<file path="src/rtl/pvc_consts.svh">
// Constants for the personal code verify, change and disable handler
// Operation
// - Compare on verify only if enabled, unblocked.
// - Protected function needs verification unless code disabled.
// - Correct verify reloads retry counter to 3.
// - Wrong code decrements counter; first answers 63C2.
// - Second consecutive wrong attempt answers 63C1.
// - Third wrong attempt blocks, answers 63C0.
// - Verify with data on blocked code: 6983.
// - Blocked code keeps access unsatisfied until unblock.
// - Empty verify returns remaining retries as 63CX.
// - Empty verify on blocked code: 63C0 or 6983.
// - Qualifier: b8 global/specific, b7-b6 zero, key 01-1F; code accepts key 01 to NK only.
// - Change only if enabled, unblocked, both codes given.
// - Correct old code reloads 3, stores new code.
// - Wrong old code decrements, keeps value, blocks third.
// - Disable refused when already disabled or blocked.
// - Correct disable reloads 3, marks code disabled.
// - Wrong disable decrements, stays enabled, blocks third.
// - Disabled code makes guarded files freely accessible.
// - Disable parameter picks alternative key, qualifier 08.
// - Single-reference files need the alternative key instead.
// - Unblock sets new code, reloads 3, enables.
`ifndef PVC_CONSTS_SVH
`define PVC_CONSTS_SVH
`define PVC_TRIES_INIT   2'h3
`define PVC_LEN_CODE     8'h08
`define PVC_LEN_CHANGE   8'h10
`define PVC_QUAL_USE     8'h08
`define PVC_QUAL_RESET   8'h00
`define PVC_REF_SPEC_BIT 7
`define PVC_ALT_BIT      7
`define PVC_SW_OK        16'h9000
`define PVC_SW_RETRY     12'h63C
`define PVC_SW_BLOCKED   16'h6983
`define PVC_SW_DISABLED  16'h6984
`define PVC_SW_BAD_LEN   16'h6700
`define PVC_SW_BAD_P1P2  16'h6B00
`define PVC_SW_NO_REF    16'h6A88
`endif

</file>
<file path="src/rtl/pvc_pkg.sv">
// Types shared by the code handler
`default_nettype none
package pvc_pkg;
  typedef enum logic [1:0] {
    PVC_OP_VERIFY  = 2'b00,
    PVC_OP_CHANGE  = 2'b01,
    PVC_OP_DISABLE = 2'b10,
    PVC_OP_UNBLOCK = 2'b11
  } pvc_op_type;
endpackage : pvc_pkg
`default_nettype wire

</file>
<file path="src/rtl/pvc_core.sv">
// Command handler for personal code verify, change, disable and unblock
`timescale 1ns/1ps
`default_nettype none
`include "pvc_consts.svh"
module pvc_core
  import pvc_pkg::*;
#(
  parameter int          NK        = 4,
  parameter logic [63:0] INIT_CODE = 64'hFFFF_FFFF_3433_3231
) (
  input  wire logic             i_sys_clk,
  input  wire logic             i_rstn,
  input  wire logic             i_session_start,
  input  wire logic             i_cmd_valid,
  input  wire pvc_op_type       i_cmd_op,
  input  wire logic [7:0]       i_cmd_p1,
  input  wire logic [7:0]       i_cmd_p2,
  input  wire logic [7:0]       i_cmd_len,
  input  wire logic [63:0]      i_old_code,
  input  wire logic [63:0]      i_new_code,
  output var  logic             o_rsp_valid,
  output var  logic [15:0]      o_sw,
  output var  logic [2*NK-1:0]  o_access_ok
);
  localparam int KW = $clog2(NK);
  localparam int NS = 2 * NK;
  localparam int SW = KW + 1;

  // ----------------------------------------------------------------
  // Parameter check
  // ----------------------------------------------------------------
  // Slot index is the key number minus one, so NK must be a power of two
  if (NK < 2 || NK > 16 || (1 << KW) != NK) begin : g_bad_nk
    $error("pvc_core: NK must be a power of two from 2 to 16");
  end

  // ----------------------------------------------------------------
  // Reference decode
  // ----------------------------------------------------------------
  function automatic logic ref_ok(input logic [7:0] q);
    ref_ok = (q[6:5] == 2'b00) && (q[4:0] != 5'h00)
          && ({3'b000, q[4:0]} <= 8'(NK));
  endfunction : ref_ok

  function automatic logic [SW-1:0] slot_of(input logic [7:0] q);
    logic [4:0] k;
    k = q[4:0] - 5'h01;
    slot_of = {q[`PVC_REF_SPEC_BIT], k[KW-1:0]};
  endfunction : slot_of

  // ----------------------------------------------------------------
  // Code state
  // ----------------------------------------------------------------
  // Counters and flags survive sessions; only verified flags are per session
  logic [63:0]   code         [NS];
  logic [1:0]    tries        [NS];
  logic [7:0]    qual         [NS];
  logic [SW-1:0] alt_idx      [NS];
  logic [NS-1:0] dis;
  logic [NS-1:0] blk;
  logic [NS-1:0] ver;
  logic [NS-1:0] alt_on;
  logic [63:0]   next_code    [NS];
  logic [1:0]    next_tries   [NS];
  logic [7:0]    next_qual    [NS];
  logic [SW-1:0] next_alt_idx [NS];
  logic [NS-1:0] next_dis;
  logic [NS-1:0] next_blk;
  logic [NS-1:0] next_ver;
  logic [NS-1:0] next_alt_on;
  logic [NS-1:0] next_access;
  logic [15:0]   next_sw;
  logic [SW-1:0] sl;
  logic [SW-1:0] asl;
  logic          match;
  logic [1:0]    t;

  always_comb begin
    next_code    = code;
    next_tries   = tries;
    next_qual    = qual;
    next_alt_idx = alt_idx;
    next_dis     = dis;
    next_blk     = blk;
    next_ver     = i_session_start ? '0 : ver;
    next_alt_on  = alt_on;
    next_sw      = `PVC_SW_OK;
    sl           = slot_of(i_cmd_p2);
    asl          = slot_of({1'b0, i_cmd_p1[6:0]});
    match        = (i_old_code == code[sl]);
    t            = tries[sl] - 2'h1;
    if (i_cmd_valid) begin
      if (!ref_ok(i_cmd_p2)) begin
        next_sw = `PVC_SW_NO_REF;
      end else begin
        case (i_cmd_op)
          PVC_OP_VERIFY: begin
            if (i_cmd_p1 != 8'h00) begin
              next_sw = `PVC_SW_BAD_P1P2;
            end else if (i_cmd_len == 8'h00) begin
              // Blocked code has a zero counter, so this reads 63C0
              next_sw = {`PVC_SW_RETRY, 2'b00, tries[sl]};
            end else if (i_cmd_len != `PVC_LEN_CODE) begin
              next_sw = `PVC_SW_BAD_LEN;
            end else if (blk[sl]) begin
              next_sw = `PVC_SW_BLOCKED;
            end else if (dis[sl]) begin
              next_sw = `PVC_SW_DISABLED;
            end else if (match) begin
              next_tries[sl] = `PVC_TRIES_INIT;
              next_ver[sl]   = 1'b1;
            end else begin
              next_tries[sl] = t;
              next_ver[sl]   = 1'b0;
              next_blk[sl]   = (t == 2'h0);
              next_sw        = {`PVC_SW_RETRY, 2'b00, t};
            end
          end
          PVC_OP_CHANGE: begin
            if (i_cmd_p1 != 8'h00) begin
              next_sw = `PVC_SW_BAD_P1P2;
            end else if (i_cmd_len != `PVC_LEN_CHANGE) begin
              next_sw = `PVC_SW_BAD_LEN;
            end else if (blk[sl]) begin
              next_sw = `PVC_SW_BLOCKED;
            end else if (dis[sl]) begin
              next_sw = `PVC_SW_DISABLED;
            end else if (match) begin
              next_tries[sl] = `PVC_TRIES_INIT;
              next_code[sl]  = i_new_code;
            end else begin
              next_tries[sl] = t;
              next_ver[sl]   = 1'b0;
              next_blk[sl]   = (t == 2'h0);
              next_sw        = {`PVC_SW_RETRY, 2'b00, t};
            end
          end
          PVC_OP_DISABLE: begin
            if (i_cmd_p1[`PVC_ALT_BIT] ? !ref_ok({1'b0, i_cmd_p1[6:0]})
                                       : (i_cmd_p1 != 8'h00)) begin
              next_sw = `PVC_SW_BAD_P1P2;
            end else if (i_cmd_len != `PVC_LEN_CODE) begin
              next_sw = `PVC_SW_BAD_LEN;
            end else if (blk[sl]) begin
              next_sw = `PVC_SW_BLOCKED;
            end else if (dis[sl]) begin
              next_sw = `PVC_SW_DISABLED;
            end else if (match) begin
              next_tries[sl] = `PVC_TRIES_INIT;
              next_dis[sl]   = 1'b1;
              next_alt_on[sl] = i_cmd_p1[`PVC_ALT_BIT];
              next_alt_idx[sl] = asl;
              if (i_cmd_p1[`PVC_ALT_BIT]) begin
                next_qual[asl] = `PVC_QUAL_USE;
              end
            end else begin
              next_tries[sl] = t;
              next_ver[sl]   = 1'b0;
              next_blk[sl]   = (t == 2'h0);
              next_sw        = {`PVC_SW_RETRY, 2'b00, t};
            end
          end
          PVC_OP_UNBLOCK: begin
            // Unblock code itself is checked upstream; this is its success
            next_code[sl]   = i_new_code;
            next_tries[sl]  = `PVC_TRIES_INIT;
            next_blk[sl]    = 1'b0;
            next_dis[sl]    = 1'b0;
            next_alt_on[sl] = 1'b0;
            next_ver[sl]    = 1'b1;
          end
          default: next_sw = `PVC_SW_BAD_P1P2;
        endcase
      end
    end
  end

  // ----------------------------------------------------------------
  // Access conditions
  // ----------------------------------------------------------------
  // Taken from the current state, so a grant lags its cause by one cycle
  always_comb begin
    for (int i = 0; i < NS; i++) begin
      next_access[i] = (ver[i] & ~blk[i] & ~dis[i])
                     | (dis[i] & ~alt_on[i])
                     | (dis[i] & alt_on[i] & ver[alt_idx[i]]
                        & ~blk[alt_idx[i]]);
    end
  end

  always_ff @(posedge i_sys_clk or negedge i_rstn) begin
    if (!i_rstn) begin
      for (int i = 0; i < NS; i++) begin
        code[i]    <= INIT_CODE;
        tries[i]   <= `PVC_TRIES_INIT;
        qual[i]    <= `PVC_QUAL_RESET;
        alt_idx[i] <= '0;
      end
      dis         <= '0;
      blk         <= '0;
      ver         <= '0;
      alt_on      <= '0;
      o_rsp_valid <= 1'b0;
      o_sw        <= `PVC_SW_OK;
      o_access_ok <= '0;
    end else begin
      code        <= next_code;
      tries       <= next_tries;
      qual        <= next_qual;
      alt_idx     <= next_alt_idx;
      dis         <= next_dis;
      blk         <= next_blk;
      ver         <= next_ver;
      alt_on      <= next_alt_on;
      o_rsp_valid <= i_cmd_valid;
      o_sw        <= next_sw;
      o_access_ok <= next_access;
    end
  end

  // ----------------------------------------------------------------
  // Checks
  // ----------------------------------------------------------------
  // Snapshot of the command that the current response answers
  logic          p_ok;
  pvc_op_type    p_op;
  logic [7:0]    p_p1;
  logic [7:0]    p_len;
  logic [SW-1:0] p_sl;
  logic [SW-1:0] p_asl;
  logic [1:0]    p_tries;
  logic          p_blk;
  logic          p_dis;
  logic          p_match;
  logic [63:0]   p_new;
  logic          p_good;

  always_ff @(posedge i_sys_clk) begin
    p_ok    <= ref_ok(i_cmd_p2);
    p_op    <= i_cmd_op;
    p_p1    <= i_cmd_p1;
    p_len   <= i_cmd_len;
    p_sl    <= sl;
    p_asl   <= asl;
    p_tries <= tries[sl];
    p_blk   <= blk[sl];
    p_dis   <= dis[sl];
    p_match <= match;
    p_new   <= i_new_code;
  end

  assign p_good = o_rsp_valid && p_ok && p_p1 == 8'h00 && !p_blk && !p_dis;
endmodule : pvc_core
`default_nettype wire

</file>
<file path="config.mk">
export PLATFORM = sky130hd
export DESIGN_NAME = pvc_core
export DESIGN_NICKNAME = d
export VERILOG_FILES = /design/src/rtl/pvc_pkg.sv /design/src/rtl/pvc_core.sv
export VERILOG_INCLUDE_DIRS = /design/src /design/src/rtl
export SDC_FILE = /design/constraint.sdc
export NUM_CORES = 1
export LEC_CHECK = 0
export BUFFER_PORTS_ARGS = -buffer_cell sky130_fd_sc_hd__buf_2
export CAP_MARGIN = 20
export CORE_MARGIN = 2
export CORE_UTILIZATION = 55
export CTS_CLUSTER_DIAMETER = 120
export CTS_CLUSTER_SIZE = 28
export DETAILED_ROUTE_END_ITERATION = 8
export HOLD_SLACK_MARGIN = 0.12
export PLACE_DENSITY_LB_ADDON = 0.3
export SYNTH_ARGS = -nofsm -noshare
export SYNTH_HDL_FRONTEND = slang
export SYNTH_SLANG_ARGS = --single-unit
</file>
<file path="constraint.sdc">
create_clock -name i_sys_clk -period 7.4 [get_ports i_sys_clk]
set_input_delay 1.11 -clock i_sys_clk [delete_from_list [all_inputs] [get_ports i_sys_clk]]
set_output_delay 1.11 -clock i_sys_clk [all_outputs]
set_load 0.01 [all_outputs]
</file>
* Word level (Yosys, flattened, before mapping)
Cells that the tools add are included.
** Cells by class
- Reduce and logical (&&, ||, !) cells :: 21
- Equal/unequal tests :: 18
- Order comparisons :: 14
- Shifts and indexed selects :: 0
- Add/subtract/negate cells :: 3
- Div/mod/pow operators :: 0
- Muxes and demuxes :: 123
- Bitwise operators :: 109
- $mul :: 0
** Operators with widths (number)
- 512-bit 2-to-1 mux :: 5
- 512-bit case mux with 2 select lines :: 1
- 512-bit bitwise mux :: 1
- 16-bit 2-to-1 mux :: 20
- 8-bit 2-to-1 mux :: 35
- 64-bit binary-select mux with 3-bit select :: 1
- 64-bit demux with 3-bit select :: 1
- 64-bit 2-to-1 mux :: 3
- 64-bit == test :: 1
- 16-bit case mux with 4 select lines :: 1
- 8-bit case mux with 4 select lines :: 2
- 1-bit binary-select mux with 3-bit select :: 18
- 1-bit AND :: 48
- 16-bit case mux with 3 select lines :: 1
- 3-bit by 4-bit less-than comparator with 1-bit output (second input constant) :: 9
- 1-bit inverter :: 36
- 8-bit AND :: 4
- 8-bit case mux with 2 select lines :: 2
- 24-bit bitwise mux :: 1
- 2-bit inequality test (second input constant) :: 12
- 8-bit AND reduction :: 3
- 1-bit 2-to-1 mux :: 20
- 16-bit bitwise mux :: 1
- 8-bit bitwise mux :: 2
- 28 further kinds :: 60
** Storage, ports and cells
- Bits of input ports :: 158
- Word-level logic and storage cells :: 319
- Output and inout port bits :: 25
- Bits in latches :: 0
- Memories kept :: 0
- Bits in registers :: 609
- RAM bits :: 0
- Bits in read-only memories :: 0

* Longest topological paths before layout
Gate-level depths: netlist (run 1).
- Depth after elaboration :: 16
- Depth in mapped cells :: 22
- Mapped depth without buffers :: 11

* Worst setup path before layout (run 1)
Ideal clock, no wire load.
- Path kind :: input -> register
- From :: input i_cmd_p2[0]
- To :: register code[193] in the netlist's numbering
- Stages :: 22
- Arrival :: 5212 ps
- Setup slack :: 2063 ps
- Path through :: buf_2 buf_6 buf_4 buf_2 inv_1 clkbuf_1 ha_1 buf_2 buf_2 clkbuf_1 mux4_2 mux2i_1 xor2_1 nand4_1 nor2_1 nand4_2 nor2_8 buf_6 a21o_1 buf_2 buf_4 mux2_2
** On the way
- Longest elaborated chain between the ends :: 13
- Elaborated cells on any way between the ends :: 30
** RTL lines
- start, declared :: line pvc_core.sv:17 : input wire logic [7:0] i_cmd_p2,
- 2-bit by 1-bit subtractor with 2-bit output :: line pvc_core.sv:47 : k = q[4:0] - 5'h01;
- 3-bit inverter with 4-bit output
- 4-bit >= comparator or 4-bit by 1-bit less-than comparator with 1-bit output (tied branches)
- 1-bit logical AND :: line pvc_core.sv:130, pvc_core.sv:165
- 64-bit 2-to-1 mux (not written as such) :: line pvc_core.sv:130, pvc_core.sv:165
- 64-bit demux with 3-bit select :: line pvc_core.sv:130, pvc_core.sv:165
- 512-bit bitwise mux :: line pvc_core.sv:130, pvc_core.sv:165
- 512-bit 2-to-1 mux :: line pvc_core.sv:128 : end else if (match) begin
- 512-bit 2-to-1 mux :: line pvc_core.sv:126 : end else if (dis[sl]) begin
- 512-bit 2-to-1 mux :: line pvc_core.sv:124 : end else if (blk[sl]) begin
- 512-bit 2-to-1 mux :: line pvc_core.sv:122 : end else if (i_cmd_len != `PVC_LEN_CHANGE) begin
- 512-bit 2-to-1 mux :: line pvc_core.sv:120 : if (i_cmd_p1 != 8'h00) begin
- 512-bit case mux with 2 select lines :: line pvc_core.sv:96 : case (i_cmd_op)
- end signal, assigned :: line pvc_core.sv:207 : code <= next_code;
- end, declared :: line pvc_core.sv:55 : logic [63:0] code [NS];
Parallel ways exist; a longest one is shown, timed or not. The select of a mux whose other input is x is not followed.
A chain may end at the register's enable or synchronous reset.

* Worst setup path in the final report (run 1)
- From :: input i_cmd_p2[0]
- To :: register code[456] in the netlist's numbering
Same word-level chain as after synthesis.

==> summary.md, run 1 <==
| Metric | Value |
|---|---|
| Later-pin clock latency in the skew report | 0.62 ns |
| Most frequent cells in the layout | 529 x mux2_2, 377 x dfstp_2, 220 x dfrtp_1 |
| WL final | between 70 and 80 mm |
| CTS hold repair buffers | 0 |
| Fin nets | 2389 |
| Primary FF master, synth | dfstp_2 |
| Hold Crit Class | reg2reg |
| Multi-input logic area | ~13000 µm² |
| WP buf/inv | 4 |
| Clk sinks | 597 |
| Crit path max fanout | 39 |
| Setup CP Type | in2reg |
| Seq. cell area | approximately 15000 µm² |
| R2R cell count | 10 |
| Most used cell, CP | nor4_1 |
| Final hold vios | 0 |
| Post-synth EDFFs | 0 |
| Sequential area share after synthesis | 0.521 |
| Reg-to-reg startpoint | code[140] |
| Vias | 18600 |
| End of the critical path | code[456] |
| DRC | 0 |
| Synthesized area per cell | 13.9 µm² |
| Post-CTS setup buffer count | 0 |
| R2r setup slk | 3.20 ns |
| CP Depth | 14 |
| Final setup vio count | 0 |
| Max cap viols | 0 |
| Area after DPL | 31000 µm² |
| CTS root buf | clkbuf_16 |
| Setup TNS | 0 ns |
| Req. time, crit path | slightly below 8 ns |
| Initial Util | 0.553 |
| Slew Viols, Final | 0 |
| Die area | 55700 µm² |
| Yosys Warn Count | 0 |
| R2r endpoint | code[456] |
| Setup Skew | 0.0346 ns |
| Dpl hpwl | 47.1 mm |
| Slew margin rel. | 0.273 |
| Static Leakage | 13.8 nW |
| Worst Max-Slew Pin Slew | 1.09 ns |
| Area added between synthesis and finish | 7.24% |
| CTS tree | done |
| First drt pass iteration count | 8 |
| FILL cells | 4126 |
| I/O Buffers | 180 |
| Clk pin slew, worst setup/hold paths | roughly 0.11 ns |
| Critical Path Start Type | input port |
| Max incr delay on CP | 0.68 ns |
| CP Capture Type | flop |
| Die Y | 236 µm |
| GRT Total Usage | 0.258 |
| Final min period | roughly 6.1 ns |
| Post-CTS sizing | 0 |
| Worst vdd ir | 0.169 mV |
| Cell family with most CP delay | simple AND/OR/NAND/NOR gates |
| Final period util | 0.829 |
| CP Launch Point | i_cmd_p2[0] |
| DR WL/cell | 24.4 µm |
| Cell count after synthesis | approximately 2100 |
| Chip width | roughly 240 µm |
| Worst path slowest cell | nor4_1 |
| Status | completed |
| Detail Route Antenna Nets | 0 |
| Global-route wire length before repair | 113 mm |
| Most common cell after layout, fill and taps aside | mux2_2 |
| HP Start | alt_on[4] |
| 1st-iter DRT viols | 1565 |
| I/O pin cnt | between 150 and 200 |
| WP data arrival | 6.64 ns |
| Pwr dens | 178 nW/µm² |
| Synthesized flop and latch total | 597 |
| Vias in the first global route | just under 20000 |
| Post-synth ARST share | 1.00 |
| Final Wtd Congestion | 0.918 |
| Synthesized area | 29600 µm² |
| Total global routing overflow | 0 |
| Share of layout cells above drive strength 1 | 0.578 |
| Peak Freq | 0.163 GHz |
| CP Cell Sequence | buf_8 -> inv_1 -> ha_4 -> nand2_2 -> buf_4 -> a211oi_1 -> nor4_1 -> nor4_1 -> and4_1 -> nand4_4 -> nor2_8 -> a21o_4 -> buf_12 -> mux2_2 |
| RSZ-0062 raised after global routing | no |
| TritonCTS Buffers | 25 |
| Fin area | 31700 µm² |
| Post-synth cell types | 64 |
| Floorplan row count | 85 |
| Largest net degree at the start of global routing | 206 |
| CTS max path bufs | 3 |
| H-Tree Depth | 1 |
| Core Box Area | ~53000 µm² |
| Initial antenna violation count | 12 |
| Vias per inst | 6.32 |
## power by group
part           leakage, nW  switching, mW  total (mW)  internal (mW)
registers             6.86         0.0351        3.39           3.36
clock network        0.349           1.03        1.69          0.660
logic                 6.55          0.353       0.559          0.206
total                 13.8           1.42        5.65           4.22
## routing by layer
metal	up-vias	global-route usage	part of all wire
met5	-	0	0.00091
met4	10	0.0596	0.025
met3	104	0.0337	0.052
met2	524	0.423	0.48
met1	9802	0.369	0.44
li1	8171	-	-
## Yosys cell counts (3+ instances only)
master	count	area (µm²)
mux2_4	60	901
o311ai_0	9	78.8
nor2_1	52	195
a32oi_1	7	61.3
nand4_1	24	150
o31ai_1	25	188
and4_1	7	61.3
buf_1	7	26.3
mux2i_1	51	510
o31a_1	30	263
nor4_1	50	313
xor2_1	33	289
buf_4	36	270
nand3_1	13	65.1
a21oi_1	35	175
o211ai_1	7	52.6
o22ai_1	39	244
nor3_1	11	55.1
or3_1	3	18.8
inv_1	21	78.8
a211oi_1	75	563
o21ai_0	31	155
buf_6	14	158
a2bb2oi_1	4	35.0
o21a_1	8	60.1
dfrtp_1	220	5510
ha_1	3	37.5
a22oi_1	8	60.1
clkbuf_1	51	191
a41oi_4	3	82.6
buf_2	43	215
nand2b_1	18	113
a21o_1	14	105
dfstp_2	377	9910
a21boi_0	5	37.5
nor2b_1	65	407
mux4_2	68	1530
a31oi_1	4	25.0
and3_1	6	37.5
nand2_1	37	139
and2_1	5	31.3
mux2_2	529	5960
## state kept, by name (all words and copies together), names as in the netlist, named ones only
name         cells
code           512
alt_idx         16
tries           16
o_sw            12
alt_on           8
blk              8
o_access_ok      8
ver              8
o_rsp_valid      1
## logic make-up after synthesis
logic type / count (synthesis) / share of synthesized area
flip-flops: 597 / 0.521
multiplexers: 709 / 0.301
XOR/XNOR: 34 / 0.0101
adder cells (fa/ha/maj): 3 / 0.00127
AND/OR/NAND/NOR: 304 / 0.0581
AO/OA/AOI/OAI: 313 / 0.0766
buffers and inverters: 173 / 0.0319
other: 1 / 0.000127
## worst min path at each step
| stage | end | slack, ns | cells past startpoint |
|---|---|---|---|
| after global routing | tries[12] | 0.52 | 1 |
| after detailed placement | code[142] | 0.49 | 1 |
| after global placement | code[399] | 0.48 | 1 |
| final | o_access_ok[4] | 0.50 | 1 |
| after CTS | code[152] | 0.51 | 1 |
| after floorplan | o_access_ok[4] | 0.45 | 1 |
## stage by stage
step | power [mW] | hold slack [ns] | cells | utilization | setup WS, ns
floorplan | 3.74 | 0.451 | 2135 | - | 2.06
global placement | 3.99 | 0.481 | 2897 | 0.579 | 0.814
detailed placement | 4.01 | 0.486 | 2897 | 0.579 | 0.628
CTS | 5.70 | 0.512 | 2942 | 0.593 | 1.29
global route | 5.86 | 0.524 | 2944 | 0.593 | 1.05
finish | 5.65 | 0.504 | 2946 | 0.593 | 1.26
## cell type report
cell class              instances  area share
diodes                          4    0.000315
clock buffers                  43      0.0218
clock inverters                 2     0.00126
well taps                     696      0.0274
inverters                      22     0.00260
repair buffers                217      0.0413
flip-flops and latches        597       0.486
multi-input cells            1365       0.420
No activity file was read; power rests on OpenSTA's default activity.
==> run 2, diff against run 1 <==
==> constraint.sdc (replaced) <==
create_clock -name i_sys_clk -period 6.45 [get_ports i_sys_clk]
set_input_delay 0.9675 -clock i_sys_clk [delete_from_list [all_inputs] [get_ports i_sys_clk]]
set_output_delay 0.9675 -clock i_sys_clk [all_outputs]
set_load 0.01 [all_outputs]
==> run 2 against run 1 <==
  * Clock power up 14%
  * Worst setup slack better by 0.089 ns
  * Critical path depth unchanged
  * Flip-flop and latch count stayed put
  * Non-clock buffer count rose by 9
  * Clock skew increased by 0.00098 ns
  * Routed wire length grew 1.9%
  * Count of clock-buffer cells in the layout decreased by 1
  * Core utilization up 0.15 points
  * Critical path type unchanged
  * Largest power group unchanged
==> summary.md, run 2 (same netlist as run 1, synthesis figures left out) <==
| Metric | Value |
|---|---|
| CTS hold repair buffers | 0 |
| Worst vdd ir | 0.176 mV |
| RSZ-0062 raised after global routing | no |
| Static Leakage | 13.8 nW |
| Critical Path Start Type | input port |
| Flop pwr share | 0.601 |
| Sw Ratio | 0.252 |
| CTS max path bufs | 3 |
| Clock power share | 0.298 |
| Vias per inst | around 6.3 |
| CP Capture Type | flop |
| Pwr dens | 204 nW/µm² |
| Floorplan row count | 85 |
| Setup TNS | 0 ns |
| Setup CP Type | in2reg |
| P_int | 4.85 mW |
| Biggest register | code |
| Initial Util | 0.553 |
| I/O Buffers | 180 |
| Fin nets | 2398 |
| NetSw | 1.63 mW |
| Core Box Area | 53500 µm² |
| Worst Max-Slew Pin Slew | 1.07 ns |
| Later-pin clock latency in the skew report | 0.62 ns |
| Die area | 55700 µm² |
| Chip width | approximately 240 µm |
| Most frequent cells in the layout | 529 x mux2_2, 377 x dfstp_2, 220 x dfrtp_1 |
| CTS root buf | clkbuf_16 |
| R2R cell count | 10 |
| Final Power | 6.48 mW |
| I/O pin cnt | 183 |
| Final hold vios | 0 |
| CTS tree | done |
| Clk pin slew, worst setup/hold paths | 0.12 ns |
| GRT Total Usage | 0.263 |
| Post-CTS setup buffer count | 0 |
| Peak Freq | 0.196 GHz |
| Req. time, crit path | approximately 6.9 ns |
| Combinational share of power | 0.101 |
| Clk sinks | 597 |
| Largest regs | code: 512 flops, alt_idx: 16 flops, tries: 16 flops |
| DR WL/cell | about 25 µm |
| Setup Skew | approximately 0.036 ns |
| Area after DPL | 31000 µm² |
| Vias | ~19000 |
| Detail Route Antenna Nets | 0 |
| Initial antenna violation count | 9 |
| Die Y | 236 µm |
| WL final | about 73 mm |
| Post-CTS sizing | 0 |
| Area added between synthesis and finish | 7.51% |
| Slew margin rel. | 0.287 |
| Most common cell after layout, fill and taps aside | mux2_2 |
| Dpl hpwl | 47.3 mm |
| TritonCTS Buffers | 25 |
| Final min period | 5.10 ns |
| Final setup vio count | 0 |
| WP data arrival | 5.58 ns |
| Final Wtd Congestion | 0.887 |
| Fin area | ~32000 µm² |
| Max reg flops | 512 |
| Slew Viols, Final | 0 |
| Share of layout cells above drive strength 1 | 0.580 |
| Max cap viols | 0 |
| H-Tree Depth | 1 |
| Vias in the first global route | 19300 |
| 1st-iter DRT viols | between 1500 and 2000 |
| Status | completed |
| Final period util | 0.790 |
| Largest net degree at the start of global routing | 153 |
| Total global routing overflow | 0 |
| Crit path max fanout | 38 |
| DRC | 0 |
| FILL cells | 4112 |
| First drt pass iteration count | 5 |
| Global-route wire length before repair | approximately 120 mm |
| Hold Crit Class | in2async |
-- run 2: final cells by class --
cell class | instances | area (µm²) | area share
inverter | 22 | 82.6 | 0.00260
antenna | 2 | 5.00 | 0.000157
tap | 696 | 871 | 0.0274
multi-input combinational | 1365 | 13300 | 0.418
clock buffer | 42 | 689 | 0.0217
clock inverter | 2 | 28.8 | 0.000905
sequential | 597 | 15400 | 0.484
timing repair buffer | 226 | 1420 | 0.0445
-- run 2: routing by layer --
metal / part of all wire / vias to the layer above / global-route usage
li1: - / 8179 / -
met5: 0.00066 / - / 0
met3: 0.052 / 93 / 0.0317
met1: 0.44 / 9941 / 0.379
met2: 0.49 / 486 / 0.434
met4: 0.018 / 8 / 0.0483
-- run 2: critical path, stage by stage --
cell	delay, ns
buf_8	0.10
inv_1	0.34
ha_4	0.30
nand2b_2	0.38
buf_4	0.40
a211oi_1	0.14
o31a_1	0.32
nor4_1	0.53
and4_1	0.34
nand4_2	0.26
nor2_8	0.35
a21o_4	0.17
buf_4	0.54
mux2_2	0.41
-- run 2: final timing paths --
path / start / endpoint / slack (ns)
hold / removal: i_rstn / o_access_ok[5] / 0.40
setup reg to reg: code[175] / code[86] / 2.30
hold reg to reg: tries[6] / tries[6] / 0.51
setup / recovery: i_cmd_p2[0] / code[86] / 1.35
min in group i_sys_clk: tries[6] / tries[6] / 0.51
max in group asynchronous: i_rstn / code[195] / 4.56
-- run 2: through the flow --
| step | hold WS, ns | instances | util | worst slack, ns |
|---|---|---|---|---|
| after floorplan | 0.451 | 2135 | - | 1.26 |
| after global placement | 0.482 | 2903 | 0.580 | 0.915 |
| final | 0.395 | 2952 | 0.595 | 1.35 |
| after global routing | 0.497 | 2950 | 0.595 | 1.27 |
| after detailed placement | 0.489 | 2904 | 0.580 | 0.783 |
| after CTS | 0.489 | 2948 | 0.594 | 1.44 |
-- run 2: power by group through the flow --
stage,sequential (mW),combinational [mW],clock (mW)
floorplan,3.94,0.353,0
global placement,3.95,0.635,0
detailed placement,3.95,0.651,0
CTS,3.89,0.653,1.98
global route,3.90,0.709,2.11
finish,3.89,0.655,1.93
==> run 3, diff against run 2 <==
==> constraint.sdc (replaced) <==
create_clock -name i_sys_clk -period 4.8 [get_ports i_sys_clk]
set_input_delay 0.72 -clock i_sys_clk [delete_from_list [all_inputs] [get_ports i_sys_clk]]
set_output_delay 0.72 -clock i_sys_clk [all_outputs]
set_load 0.01 [all_outputs]
==> run 3 against run 2 <==
  * Count of clock-buffer cells in the layout up 2
  * Clock skew down 0.0055 ns
  * Routed wire length down 0.20%
  * Non-clock buffer count up 45
  * Register-to-register slack worse by 1.1 ns
  * Critical path type unchanged
  * Final area up 2.0%
  * Die area unchanged
  * Combinational power up 39%
  * Flip-flop and latch count unchanged
  * Via count up 0.34%
  * Worst setup slack worse by 0.58 ns
  * Sequential power up 34%
==> summary.md, run 3 (same netlist as run 1, synthesis figures left out) <==
| Metric | Value |
|---|---|
| Slew Viols, Final | 0 |
| Max reg flops | 512 |
| GRT Total Usage | 0.261 |
| DR WL/cell | 24.3 µm |
| Later-pin clock latency in the skew report | 0.61 ns |
| Reg-to-reg startpoint | code[175] |
| Static Leakage | 14.1 nW |
| Dpl hpwl | 48.2 mm |
| CTS tree | done |
| Vias | 18800 |
| Initial Util | 0.553 |
| H-Tree Depth | 1 |
| Cell family with most CP delay | simple AND/OR/NAND/NOR gates |
| Peak Freq | 0.248 GHz |
| R2r endpoint | code[134] |
| Crit path max fanout | 33 |
| Setup Skew | 0.0301 ns |
| Flop pwr share | 0.600 |
| Die area | 55700 µm² |
| R2R cell count | 10 |
| Sw Ratio | 0.250 |
| FILL cells | 4043 |
| Post-CTS setup buffer count | 0 |
| Final hold vios | 0 |
| Setup TNS | 0 ns |
| Fin nets | 2443 |
| Status | completed |
| NetSw | between 2 and 2.5 mW |
| Slew margin rel. | 0.375 |
| Combinational share of power | 0.104 |
| Final setup vio count | 0 |
| Clk sinks | 597 |
| Chip width | 236 µm |
| Largest net degree at the start of global routing | 117 |
| Final period util | 0.839 |
| Global-route wire length before repair | approximately 110 mm |
| Worst Max-Slew Pin Slew | around 0.94 ns |
| Final hold slack | between 0.2 and 0.25 ns |
| WP data arrival | 4.51 ns |
| CP Capture Type | flop |
| Vias in the first global route | 19600 |
| Most common cell after layout, fill and taps aside | mux2_2 |
| Max cap viols | 0 |
| P_int | 6.54 mW |
| Share of layout cells above drive strength 1 | 0.587 |
| CTS hold repair buffers | 0 |
| Final min period | around 4 ns |
| R2r setup slk | 1.23 ns |
| Clock power share | 0.296 |
| Total global routing overflow | 0 |
| Setup CP Type | in2reg |
| DRC | 0 |
| Biggest register | code |
| First drt pass iteration count | 5 |
| CTS max path bufs | 3 |
| I/O pin cnt | about 180 |
| I/O Buffers | 180 |
| Die Y | 236 µm |
| Critical Path Start Type | input port |
| Core Box Area | 53500 µm² |
| CTS root buf | clkbuf_16 |
| WL final | 73.0 mm |
| Post-CTS sizing | 0 |
| Final Power | ~8.7 mW |
| Hold Crit Class | in2async |
| WP buf/inv | 4 |
| Initial antenna violation count | 9 |
| Area added between synthesis and finish | 9.62% |
| Clk pin slew, worst setup/hold paths | 0.12 ns |
| Worst path slowest cell | nor4_1 |
| Vias per inst | 6.26 |
| Floorplan row count | 85 |
| Pwr dens | 269 nW/µm² |
| 1st-iter DRT viols | approximately 1500 |
| Most frequent cells in the layout | 529 x mux2_2, 377 x dfstp_2, 220 x dfrtp_1 |
| Worst vdd ir | about 0.26 mV |
| Max incr delay on CP | 0.64 ns |
| Detail Route Antenna Nets | 0 |
| Req. time, crit path | 5.28 ns |
| Final Wtd Congestion | 0.891 |
| TritonCTS Buffers | 25 |
| CP Cell Sequence | buf_2 -> inv_1 -> ha_4 -> or2_2 -> buf_12 -> o22ai_1 -> nor4_1 -> nor4_1 -> and4_1 -> nand4_4 -> nor2_8 -> a41oi_4 -> buf_12 -> mux2_4 |
| RSZ-0062 raised after global routing | no |
| Largest regs | code: 512 flops, alt_idx: 16 flops, tries: 16 flops |
-- run 3: changes by cell type in the layout (fill, tap and decap cells not counted) --
| cell | delta |
|---|---|
| buf_12 | +26 |
| buf_16 | -2 |
| buf_2 | -1 |
| buf_4 | +21 |
| clkbuf_1 | +2 |
| clkbuf_2 | +1 |
| diode_2 | +1 |
| inv_6 | -1 |
-- run 3: layer usage --
layer,vias up,track usage,share of wire
met3,93,0.0327,0.052
li1,8294,-,-
met1,9888,0.368,0.44
met4,10,0.0627,0.019
met2,486,0.432,0.49
met5,-,0,0.00082
-- run 3: area by class of cell --
class                   count  area (µm²)  area share
clock buffers              44         697      0.0215
diodes                      3        7.51    0.000231
flip-flops and latches    597       15400       0.475
repair buffers            271        2040      0.0629
multi-input cells        1365       13300       0.410
clock inverters             1        20.0    0.000617
well taps                 696         871      0.0268
inverters                  22        82.6     0.00255
-- run 3: worst max-delay path by stage --
stage,from,endpoint,slack [ns],depth (start not counted)
2_1_floorplan,i_cmd_p2[0],code[193],0.005,22
3_3_place_gp,i_cmd_p2[1],code[500],0.13,14
3_5_place_dp,i_cmd_p2[1],code[509],0.16,14
4_1_cts,i_cmd_p2[1],code[509],0.79,14
5_1_grt,i_cmd_p2[1],code[509],0.66,14
6_report,i_cmd_p2[1],code[134],0.77,14
-- run 3: stage by stage --
step,instance area [µm²],util,std cells,setup slack (ns)
finish,32400,0.606,2999,0.775
global route,32400,0.606,2997,0.660
floorplan,29600,-,2135,0.00536
global placement,31700,0.593,2950,0.134
detailed placement,31700,0.593,2950,0.159
CTS,32400,0.606,2995,0.788
-- run 3: power groups by stage --
stage / Sequential (mW) / Clock [mW] / Combinational (mW)
after floorplan: 5.30 / 0 / 0.476
final: 5.23 / 2.58 / 0.911
after global placement: 5.30 / 0 / 0.885
after global routing: 5.25 / 2.84 / 0.981
after detailed placement: 5.31 / 0 / 0.906
after CTS: 5.23 / 2.66 / 0.909
